### config.mk
export PLATFORM = sky130hd
export DESIGN_NAME = blc_regs
export DESIGN_NICKNAME = d
export VERILOG_FILES = /design/src/inc/blc_pkg.sv /design/src/rtl/blc_chan_bank.sv /design/src/rtl/blc_regs.sv
export VERILOG_INCLUDE_DIRS = /design/src /design/src/inc
export SDC_FILE = /design/constraint.sdc
export NUM_CORES = 1
export LEC_CHECK = 0
export ABC_AREA = 0
export BUFFER_PORTS_ARGS = -buffer_cell sky130_fd_sc_hd__buf_2
export CORE_MARGIN = 2
export CORE_UTILIZATION = 31
export DETAILED_ROUTE_END_ITERATION = 8
export PLACE_DENSITY = 0.52
export SLEW_MARGIN = 20
export SYNTH_ARGS = -nofsm -noshare
export SYNTH_HDL_FRONTEND = slang
export SYNTH_SLANG_ARGS = --single-unit
### constraint.sdc
create_clock -name sys_clk -period 7 [get_ports sys_clk]
set_clock_uncertainty 0.05 [all_clocks]
set_input_delay 0.35 -clock sys_clk [delete_from_list [all_inputs] [get_ports sys_clk]]
set_output_delay 0.35 -clock sys_clk [all_outputs]
set_load 0.1 [all_outputs]
### src/inc/blc_map.svh
/*
  Register offsets, field positions, reset values and limits of the bias,
  lead-detect and channel settings bank.
  Assumes inclusion by bare name from the package and the design files.
*/
`ifndef BLC_MAP_SVH
`define BLC_MAP_SVH

// ----------------------------------------------------------------------
// Register indices (byte address is four times the index)
// ----------------------------------------------------------------------
`define BLC_IDX_BIAS_REF      8'h03
`define BLC_IDX_LEAD_DET      8'h04
`define BLC_IDX_CHAN_FIRST    8'h05
`define BLC_IDX_CHAN_LAST     8'h0C
`define BLC_IDX_DETECT_EN     8'h20
`define BLC_IDX_STATUS        8'h21

// ----------------------------------------------------------------------
// Reset values
// ----------------------------------------------------------------------
`define BLC_RST_BIAS_REF      8'h40
`define BLC_RST_LEAD_DET      8'h00
`define BLC_RST_CHAN          8'h00
`define BLC_RST_DETECT_EN     16'h0000

// ----------------------------------------------------------------------
// Field positions
// ----------------------------------------------------------------------
`define BLC_BIAS_REFBUF_BIT   7
`define BLC_BIAS_RSVD_BIT     6
`define BLC_BIAS_REFHI_BIT    5
`define BLC_BIAS_MEAS_BIT     4
`define BLC_BIAS_REFINT_BIT   3
`define BLC_BIAS_BUF_BIT      2
`define BLC_BIAS_SENSE_BIT    1
`define BLC_BIAS_FLAG_BIT     0
`define BLC_CHAN_RSVD_BIT     3

// ----------------------------------------------------------------------
// Encodings
// ----------------------------------------------------------------------
`define BLC_MUX_BIAS_MEAS     3'h2
`define BLC_MUX_SHORTED       3'h1
`define BLC_FREQ_AC           2'h1
`define BLC_FREQ_BAD          2'h2
`define BLC_FREQ_DC           2'h3
`define BLC_GAIN_UNDEF        3'h7

`endif

### src/inc/blc_pkg.sv
/*
  Types for the bias, lead-detect and channel settings bank.
  Assumes blc_map.svh is on the include path.
*/
package blc_pkg;
  `include "blc_map.svh"

  // Bias and reference configuration layout
  typedef struct packed {
    logic ref_buffer_on;
    logic reserved_one;
    logic ref_high_select;
    logic bias_drive_measure;
    logic bias_ref_internal;
    logic bias_buffer_on;
    logic bias_sense_on;
    logic bias_detached_flag;
  } blc_bias_s;

  // Lead-detect control layout
  typedef struct packed {
    logic [2:0] detect_threshold;
    logic       detect_resistor_mode;
    logic [1:0] detect_current_level;
    logic [1:0] detect_frequency;
  } blc_lead_s;

  // Per-channel settings layout
  typedef struct packed {
    logic       channel_powerdown;
    logic [2:0] channel_gain;
    logic       reserved_zero;
    logic [2:0] channel_input_select;
  } blc_chan_s;

  // Input source codes
  typedef enum logic [2:0] {
    BLC_SRC_ELECTRODE = 3'b000,
    BLC_SRC_SHORTED   = 3'b001,
    BLC_SRC_BIAS_MEAS = 3'b010,
    BLC_SRC_SUPPLY    = 3'b011,
    BLC_SRC_TEMP      = 3'b100,
    BLC_SRC_TEST      = 3'b101,
    BLC_SRC_DRIVE_POS = 3'b110,
    BLC_SRC_DRIVE_NEG = 3'b111
  } blc_src_e;

  // APB slave phase
  typedef enum logic [1:0] {
    BLC_ST_IDLE   = 2'b00,
    BLC_ST_ACCESS = 2'b01
  } blc_state_e;

  // Analog control bundle leaving the block
  typedef struct packed {
    logic       ref_buffer_on;
    logic       ref_high_select;
    logic       bias_ref_internal;
    logic       bias_buffer_on;
    logic       bias_sense_on;
    logic [2:0] detect_threshold;
    logic       detect_resistor_mode;
    logic [1:0] detect_current_level;
    logic       detect_ac_on;
    logic       detect_dc_on;
  } blc_analog_s;
endpackage

### src/rtl/blc_chan_bank.sv
/*
  Bank of per-channel settings registers, one byte per channel, read data
  registered.
  Assumes writes come from the bus slave one cycle wide, synchronous reset.
*/
`timescale 1ns/1ns
`include "blc_map.svh"
module blc_chan_bank
  import blc_pkg::*;
#(
  parameter int N_CHAN = 8
)
(
  // Clock and reset
  input  wire logic                       sys_clk,
  input  wire logic                       resetn,
  // Write port
  input  wire logic                       wr_en,
  input  wire logic [$clog2(N_CHAN)-1:0]  wr_sel,
  input  wire logic [7:0]                 wr_data,
  // Read port
  input  wire logic [$clog2(N_CHAN)-1:0]  rd_sel,
  output logic      [7:0]                 rd_data,
  // Live contents
  output blc_chan_s [N_CHAN-1:0]          chan_q
);

  // Elaboration check: the select is at most three bits wide
  if (N_CHAN < 2 || N_CHAN > 8)
  begin : g_bad_chan
    $error("blc_chan_bank: N_CHAN must be 2 to 8");
  end

  // ----------------------------------------------------------------------
  // Storage, one register per channel
  // ----------------------------------------------------------------------
  genvar gi;
  generate
    for (gi = 0; gi < N_CHAN; gi++)
    begin : g_chan
      always_ff @(posedge sys_clk)
      begin
        if (!resetn)
          chan_q[gi] <= blc_chan_s'(`BLC_RST_CHAN);
        else if (wr_en && int'(wr_sel) == gi)
          chan_q[gi] <= blc_chan_s'(wr_data);
      end
    end
  endgenerate

  // Registered read so the bus sees a flop, not a mux
  always_ff @(posedge sys_clk)
  begin
    if (!resetn)
      rd_data <= 8'h00;
    else
      rd_data <= chan_q[rd_sel];
  end

endmodule // blc_chan_bank

### src/rtl/blc_regs.sv
/*
  Bias/reference, lead-detect and channel settings register bank behind an
  APB slave, with decoded analog controls and per-channel routing.
  Assumes an APB master on sys_clk, a bias-electrode comparator level on
  bias_detached_in, synchronous active-low reset.
*/
// Added by the designer: register access over APB.
// Behaviour
// - bias reference config at index 03h, resets to 40h
// - bit 7 turns reference buffer on when one, off when zero
// - bit 5 selects high reference; host uses it only with 5 V supply
// - bit 4 routes bias return to channels selecting code 010
// - bit 3 picks internal mid-supply bias reference, else external
// - bit 2 turns bias buffer on when one
// - bit 1 turns bias electrode sense on when one
// - bit 0 reads one while bias electrode is detached, zero after reset
// - lead detect control at index 04h, resets to zero
// - bits 7:5 choose positive comparator threshold, 95 down to 70 percent
// - same field chooses negative threshold, 5 up to 30 percent
// - bit 4 selects resistor detection, else current source detection
// - bits 1:0: 01 AC, 11 DC, 10 forbidden
// - eight channel registers at indices 05h to 0Ch, reset zero
// - channel bit 7 powers channel down; software also selects shorted input
// - channel bits 2:0 select one of eight input sources
`timescale 1ns/1ns
`include "blc_map.svh"
module blc_regs
  import blc_pkg::*;
#(
  parameter int N_CHAN = 8
)
(
  // Clock and reset
  input  wire logic                 sys_clk,
  input  wire logic                 resetn,
  // APB slave
  input  wire logic                 psel,
  input  wire logic                 penable,
  input  wire logic                 pwrite,
  input  wire logic [11:0]          paddr,
  input  wire logic [31:0]          pwdata,
  input  wire logic [3:0]           pstrb,
  output logic      [31:0]          prdata,
  output logic                      pready,
  output logic                      pslverr,
  // Analog status
  input  wire logic                 bias_detached_in,
  // Analog controls
  output blc_analog_s               analog_q,
  output logic [N_CHAN-1:0]         channel_powerdown,
  output logic [3*N_CHAN-1:0]       channel_gain,
  output logic [3*N_CHAN-1:0]       channel_input_select,
  output logic [N_CHAN-1:0]         bias_return_route,
  output logic [N_CHAN-1:0]         positive_detect_enables,
  output logic [N_CHAN-1:0]         negative_detect_enables,
  // Software hazard flags
  output logic                      cfg_warn_q
);

  localparam int SW = $clog2(N_CHAN);

  // Elaboration check: enable bytes and channel select hold at most eight
  if (N_CHAN < 2 || N_CHAN > 8)
  begin : g_bad_chan
    $error("blc_regs: N_CHAN must be 2 to 8");
  end

  // ----------------------------------------------------------------------
  // Decode helpers
  // ----------------------------------------------------------------------
  // Word index from byte address; misaligned or high addresses map to nothing
  // High half is refused so no address above it aliases a register
  function automatic logic [8:0] word_idx(input logic [11:0] a);
    word_idx = (a[1:0] == 2'b00 && !a[11]) ? a[10:2] : 9'h1FF;
  endfunction

  // True for any channel register index
  function automatic logic is_chan(input logic [8:0] idx);
    is_chan = (idx >= {1'b0, `BLC_IDX_CHAN_FIRST}) &&
              (idx <  {1'b0, `BLC_IDX_CHAN_FIRST} + 9'(N_CHAN));
  endfunction

  // Channel number for a channel index
  function automatic logic [SW-1:0] chan_num(input logic [8:0] idx);
    logic [8:0] d;
    d = idx - {1'b0, `BLC_IDX_CHAN_FIRST};
    chan_num = d[SW-1:0];
  endfunction

  // True for any mapped index
  function automatic logic is_mapped(input logic [8:0] idx);
    is_mapped = (idx == {1'b0, `BLC_IDX_BIAS_REF}) ||
                (idx == {1'b0, `BLC_IDX_LEAD_DET}) ||
                (idx == {1'b0, `BLC_IDX_DETECT_EN}) ||
                (idx == {1'b0, `BLC_IDX_STATUS}) || is_chan(idx);
  endfunction

  // ----------------------------------------------------------------------
  // Bus phase tracking
  // ----------------------------------------------------------------------
  blc_state_e  state_q;
  logic [8:0]  idx;
  logic        wr_fire;
  logic        rd_fire;
  logic        lane0;

  assign idx     = word_idx(paddr);
  assign lane0   = pstrb[0];
  // Answer in the first access cycle: zero wait states
  assign pready  = (state_q == BLC_ST_ACCESS);
  assign wr_fire = psel && penable && pready && pwrite;
  // Every setup latches the index, so a write never shows stale read data
  assign rd_fire = psel && !penable;

  // Setup starts a transfer, access completes it
  always_ff @(posedge sys_clk)
  begin
    if (!resetn)
      state_q <= BLC_ST_IDLE;
    else
    begin
      case (state_q)
        BLC_ST_IDLE:   state_q <= (psel && !penable) ? BLC_ST_ACCESS : BLC_ST_IDLE;
        BLC_ST_ACCESS: state_q <= BLC_ST_IDLE;
        default:       state_q <= BLC_ST_IDLE;
      endcase
    end
  end

  // Unmapped or misaligned addresses answer with an error, no side effects
  assign pslverr = pready && psel && penable && !is_mapped(idx);

  // ----------------------------------------------------------------------
  // Bias and reference configuration
  // ----------------------------------------------------------------------
  blc_bias_s bias_q;
  logic      bias_flag_q;

  always_ff @(posedge sys_clk)
  begin
    if (!resetn)
      bias_q <= blc_bias_s'(`BLC_RST_BIAS_REF);
    else if (wr_fire && lane0 && idx == {1'b0, `BLC_IDX_BIAS_REF})
    begin
      bias_q <= blc_bias_s'(pwdata[7:0]);
      bias_q.bias_detached_flag <= 1'b0;
    end
  end

  // Status follows the comparator; software cannot write it
  always_ff @(posedge sys_clk)
  begin
    if (!resetn)
      bias_flag_q <= 1'b0;
    else
      bias_flag_q <= bias_detached_in;
  end

  // ----------------------------------------------------------------------
  // Lead-detect control and per-input enables
  // ----------------------------------------------------------------------
  blc_lead_s   lead_q;
  logic [15:0] det_en_q;

  always_ff @(posedge sys_clk)
  begin
    if (!resetn)
      lead_q <= blc_lead_s'(`BLC_RST_LEAD_DET);
    else if (wr_fire && lane0 && idx == {1'b0, `BLC_IDX_LEAD_DET})
      lead_q <= blc_lead_s'(pwdata[7:0]);
  end

  // Positive enables in byte 0, negative in byte 1
  always_ff @(posedge sys_clk)
  begin
    if (!resetn)
      det_en_q <= `BLC_RST_DETECT_EN;
    else if (wr_fire && idx == {1'b0, `BLC_IDX_DETECT_EN})
    begin
      if (pstrb[0])
        det_en_q[7:0] <= pwdata[7:0];
      if (pstrb[1])
        det_en_q[15:8] <= pwdata[15:8];
    end
  end

  assign positive_detect_enables = det_en_q[N_CHAN-1:0];
  assign negative_detect_enables = det_en_q[8 +: N_CHAN];

  // ----------------------------------------------------------------------
  // Channel settings bank
  // ----------------------------------------------------------------------
  blc_chan_s [N_CHAN-1:0] chan_q;
  logic [7:0]             chan_rd;

  blc_chan_bank #(
    .N_CHAN (N_CHAN)
  ) u_bank (
    .sys_clk (sys_clk),
    .resetn  (resetn),
    .wr_en   (wr_fire && lane0 && is_chan(idx)),
    .wr_sel  (chan_num(idx)),
    .wr_data (pwdata[7:0]),
    .rd_sel  (chan_num(idx)),
    .rd_data (chan_rd),
    .chan_q  (chan_q)
  );

  // ----------------------------------------------------------------------
  // Hazard flags: writes that break what software must keep
  // ----------------------------------------------------------------------
  // Bit 0 bias reserved, 1 channel reserved, 2 forbidden frequency,
  // 3 enables without valid frequency, 4 undefined gain
  logic [4:0] warn_sticky_q;
  logic [4:0] warn_now;
  logic       any_en;
  logic       gain_bad;
  logic       chan_rsvd;

  assign any_en = |{positive_detect_enables, negative_detect_enables};

  always_comb
  begin
    gain_bad  = 1'b0;
    chan_rsvd = 1'b0;
    for (int i = 0; i < N_CHAN; i++)
    begin
      gain_bad  = gain_bad  | (chan_q[i].channel_gain == `BLC_GAIN_UNDEF);
      chan_rsvd = chan_rsvd | chan_q[i].reserved_zero;
    end
  end

  assign warn_now[0] = !bias_q.reserved_one;
  assign warn_now[1] = chan_rsvd;
  assign warn_now[2] = (lead_q.detect_frequency == `BLC_FREQ_BAD);
  assign warn_now[3] = any_en && lead_q.detect_frequency != `BLC_FREQ_AC &&
                       lead_q.detect_frequency != `BLC_FREQ_DC;
  assign warn_now[4] = gain_bad;

  // Sticky; a new hazard in the clearing cycle wins over the clear
  always_ff @(posedge sys_clk)
  begin
    if (!resetn)
      warn_sticky_q <= 5'h00;
    else if (wr_fire && lane0 && idx == {1'b0, `BLC_IDX_STATUS})
      warn_sticky_q <= (warn_sticky_q & ~pwdata[4:0]) | warn_now;
    else
      warn_sticky_q <= warn_sticky_q | warn_now;
  end

  // Live hazard level, no history kept
  always_ff @(posedge sys_clk)
  begin
    if (!resetn)
      cfg_warn_q <= 1'b0;
    else
      cfg_warn_q <= |warn_now;
  end

  // ----------------------------------------------------------------------
  // Read index, captured in setup so it stands through the access cycle
  // ----------------------------------------------------------------------
  logic [8:0] rd_idx_q;

  always_ff @(posedge sys_clk)
  begin
    if (!resetn)
      rd_idx_q <= 9'h000;
    else if (rd_fire)
      rd_idx_q <= idx;
  end

  // Channel data comes from the bank's read flop, same cycle timing
  always_comb
  begin
    prdata = 32'h0000_0000;
    if (rd_idx_q == {1'b0, `BLC_IDX_BIAS_REF})
      prdata[7:0] = {bias_q[7:1], bias_flag_q};
    else if (rd_idx_q == {1'b0, `BLC_IDX_LEAD_DET})
      prdata[7:0] = lead_q;
    else if (rd_idx_q == {1'b0, `BLC_IDX_DETECT_EN})
      prdata[15:0] = det_en_q;
    else if (rd_idx_q == {1'b0, `BLC_IDX_STATUS})
      prdata[4:0] = warn_sticky_q;
    else if (is_chan(rd_idx_q))
      prdata[7:0] = chan_rd;
  end

  // ----------------------------------------------------------------------
  // Analog control decode
  // ----------------------------------------------------------------------
  always_ff @(posedge sys_clk)
  begin
    if (!resetn)
      analog_q <= '0;
    else
    begin
      analog_q.ref_buffer_on        <= bias_q.ref_buffer_on;
      analog_q.ref_high_select      <= bias_q.ref_high_select;
      analog_q.bias_ref_internal    <= bias_q.bias_ref_internal;
      analog_q.bias_buffer_on       <= bias_q.bias_buffer_on;
      analog_q.bias_sense_on        <= bias_q.bias_sense_on;
      analog_q.detect_threshold     <= lead_q.detect_threshold;
      analog_q.detect_resistor_mode <= lead_q.detect_resistor_mode;
      analog_q.detect_current_level <= lead_q.detect_current_level;
      // Forbidden code drives neither detector
      analog_q.detect_ac_on <= (lead_q.detect_frequency == `BLC_FREQ_AC);
      analog_q.detect_dc_on <= (lead_q.detect_frequency == `BLC_FREQ_DC);
    end
  end

  // Per-channel fields and bias return routing
  genvar gi;
  generate
    for (gi = 0; gi < N_CHAN; gi++)
    begin : g_out
      always_ff @(posedge sys_clk)
      begin
        if (!resetn)
        begin
          channel_powerdown[gi]          <= 1'b0;
          channel_gain[3*gi +: 3]        <= 3'h0;
          channel_input_select[3*gi +: 3] <= 3'h0;
          bias_return_route[gi]          <= 1'b0;
        end
        else
        begin
          channel_powerdown[gi]          <= chan_q[gi].channel_powerdown;
          channel_gain[3*gi +: 3]        <= chan_q[gi].channel_gain;
          channel_input_select[3*gi +: 3] <= chan_q[gi].channel_input_select;
          bias_return_route[gi]          <= bias_q.bias_drive_measure &&
                            chan_q[gi].channel_input_select == `BLC_MUX_BIAS_MEAS;
        end
      end
    end
  endgenerate

endmodule // blc_regs

==> summary.txt <==
Outcome
  – Status: complete, no violations

Synth
  – Sequential share of the synthesized area: 52.68%
  – #FFs+latches synth: 197
  – Post-Syn Instances: 798
  – Yosys warning count: 0
  – Post-synthesis async set-or-reset flop share: 0%
  – Syn_area_per_cell: 9.381 µm²
  – Main synth FF type: dfxtp_1
  – Synth cell types: 51
  – EDFF count, synth: 0
  – Synthesized area: 0.007486 mm²

Timing
  – Relative slew slack: 38.18%
  – Worst-Margin Slew: 0.9273 ns
  – Final Setup Violations: 0
  – RSZ-0062 raised after global routing: no
  – Hold Fails Final Rpt: 0
  – Fmax: 255.9 MHz
  – Hold slack: 0.08023 ns
  – Sum Neg Setup Slack: 0 ns
  – Final Max Slew Viols: 0
  – Fin crit share: 55.83%
  – Minimum clock period: 3.908 ns

Power and ir drop
  – Sequential Power Share: 49.1%
  – Sw Share: 24.87%
  – Pwr Density: 253.7 mW/mm²
  – Static leakage: 3.845 nW
  – Psw: 0.5730 mW
  – Max VDD drop: 0.0001574 V
  – Total power: 2.304 mW
  – Cell-internal power: 1.731 mW
  – Combinational power share: 6.3%
  – Clk pwr share: 44.6%

Place
  – Placed inst area: 0.008458 mm²
  – GP Congestion: 0.8542
  – DP HPWL: 15880 µm
  – Port Buffer Count: 147

Worst setup path
  – Top delay family on crit path: simple AND/OR/NAND/NOR gates
  – Path type of the worst setup path: flip-flop to output pin
  – Worst Path Required: 6.60 ns
  – Crit path launch: rd_idx_q[4]
  – Worst R2R Start: state_q[0]
  – CP Max Fanout: 8
  – Worst path most repeated cell: nor3_1
  – Crit-path cells: nor3_1 -> nand2b_1 -> nor3_1 -> a21oi_1 -> o22ai_1 -> buf_2
  – CP endpoint kind: output pin
  – CP startpoint kind: flip-flop
  – Crit path arrival time: 3.51 ns
  – Slowest CP cell: nor3_1
  – Worst stage delay on the critical path: 0.78 ns
  – Buf/Inv on CP: 1

Final layout
  – Commonest non-fill, non-tap cell in the layout: dfxtp_1
  – Diode count: 0
  – Commonest cells after routing, fill and taps aside: dfxtp_1 (197), buf_2 (147), nand2_1 (108)
  – Fin area: 0.009080 mm²
  – Final core occ: 38.45%
  – Final-stage net count: 987
  – Final-layout fill cell count: 2439
  – Share of layout cells above drive strength 1: 21.60%
  – Area growth syn-to-layout: 21.29%

Worst hold path
  – Min-delay src: bias_detached_in
  – Hold/Removal Path Class: input pin to flip-flop

Routing
  – Final wirelength: 22180 µm
  – DRT Pass-1 Iters: 5
  – Avg WL per Cell: 17.61 µm
  – Initial DRC Count: 456
  – DR vias/cell: 4.883
  – Via count: 6148
  – Post-route ant nets: 0
  – DRC Markers: 0

Floorplanning
  – Cell row count: 56
  – Starting Density: 31.70%
  – Die ar.: 0.02541 mm²
  – Die height: 159.4 µm
  – CORE AREA: 0.02361 mm²
  – I/O pins: 182
  – Die width: 159.4 µm

Clock network
  – Reg clk slew, reported paths: 0.07 ns
  – Root buffer cell: clkbuf_16
  – Clk sinks: 197
  – H-tree levels: 4
  – Clk_lat worst skew: 0.43 ns
  – Cts hold-fix bufs: 0
  – Post-CTS Resized: 0
  – CTS tree: done
  – Post-CTS setup buffer count: 0
  – CTS max path bufs: 2
  – Total CTS buffers: 17

Global routing
  – Total gr overflow: 0
  – Wire length of the first global-routing pass: 34070 µm
  – GRT Total Usage: 17.31%
  – Largest net degree at the start of global routing: 77
  – Vias in the first global route: 5764
  – Initial antenna violation count: 0

Flow run
  – Max cap viols: 0
==> worst register-to-register path, delay by kind of cell (launching register included) <==
kind / cells / cell delay (ns)
AOI/OAI and AO/OA: 1 / 0.10
DFF: 1 / 0.36
and+or+nand+nor: 4 / 1.51
==> path summary, 6_finish.rpt <==
| kind | end | cells after the start | slack (ns) |
|---|---|---|---|
| min | bias_flag_q | 2 | 0.08 |
| max reg2reg | lead_q[1] | 5 | 4.83 |
| max | prdata[3] | 6 | 3.09 |
| min reg2reg | bias_return_route[3] | 1 | 0.40 |
==> logic make-up after synthesis <==
logic type               after synthesis  synth area share (%)
AND/OR/NAND/NOR                      312                 21.85
other                                  1               0.05009
adder cells (fa/ha/maj)                5                0.8357
AO/OA/AOI/OAI                        190                 15.38
XOR/XNOR                               3                0.3511
flip-flops                           197                 52.68
multiplexers                          25                 4.747
buffers and inverters                 65                 4.112
==> flip-flops by register name, indices dropped and copies added, names as in the netlist, 9 cells and up <==
signal / count
channel_gain: 24
rd_idx_q: 9
channel_input_select: 24
u_bank.chan_q: 64
det_en_q: 16
analog_q: 13
==> power by group through the flow <==
| stage | logic [mW] | clock network [mW] | registers [mW] |
|---|---|---|---|
| final | 0.146 | 1.03 | 1.13 |
| after global routing | 0.154 | 1.08 | 1.13 |
| after CTS | 0.144 | 1.04 | 1.13 |
| after detailed placement | 0.144 | 0 | 1.16 |
| after global placement | 0.143 | 0 | 1.16 |
| after floorplan | 0.111 | 0 | 1.16 |
==> layout make-up <==
cell class                      count  area [µm²]  area share, %
Multi-Input combinational cell    551        3314          36.50
Clock buffer                       18       439.2          4.837
Inverter                            8       30.03         0.3307
Clock inverter                     13       172.7          1.902
Sequential cell                   197        3944          43.43
Tap cell                          319       399.1          4.396
Timing Repair Buffer              153       780.7          8.599
==> Yosys cell counts, drive strengths merged, types with 3 or more instances <==
| master | count | area (µm²) |
|---|---|---|
| and3 | 9 | 56.30 |
| a21boi | 8 | 60.06 |
| nor2b | 13 | 81.33 |
| and2 | 76 | 475.5 |
| inv | 8 | 30.03 |
| a22oi | 11 | 82.58 |
| ha | 5 | 62.56 |
| nor3 | 6 | 30.03 |
| a31oi | 8 | 50.05 |
| mux2 | 4 | 45.04 |
| mux4 | 8 | 180.2 |
| nand2b | 3 | 18.77 |
| a311o | 3 | 30.03 |
| dfxtp | 197 | 3944 |
| o211a | 4 | 40.04 |
| o21ai | 97 | 485.5 |
| o22ai | 13 | 81.33 |
| nor4b | 8 | 70.07 |
| nand3 | 31 | 155.2 |
| nor2 | 21 | 78.83 |
| nor4 | 12 | 90.09 |
| nand4 | 14 | 87.58 |
| mux2i | 13 | 130.1 |
| nand2 | 108 | 405.4 |
| clkbuf | 36 | 135.1 |
| o21a | 12 | 90.09 |
| a21oi | 18 | 90.09 |
| o221ai | 8 | 70.07 |
| buf | 21 | 142.6 |
==> metal layers <==
layer  GRT usage, %  up-vias  wire length, µm
li1               -     3043                -
met1          24.06     2931            10670
met2          27.79      153            10340
met3          3.464       21              893
met4          3.884        0              274
met5              0        -                0
==> per-stage QoR <==
| stage | setup slack (ns) | std cells |
|---|---|---|
| after floorplan | 2.014 | 813 |
| after global placement | 2.956 | 1228 |
| after detailed placement | 2.944 | 1228 |
| after CTS | 3.169 | 1259 |
| after global routing | 2.683 | 1259 |
| final | 3.092 | 1259 |
Power figures use the tool's default switching activity.
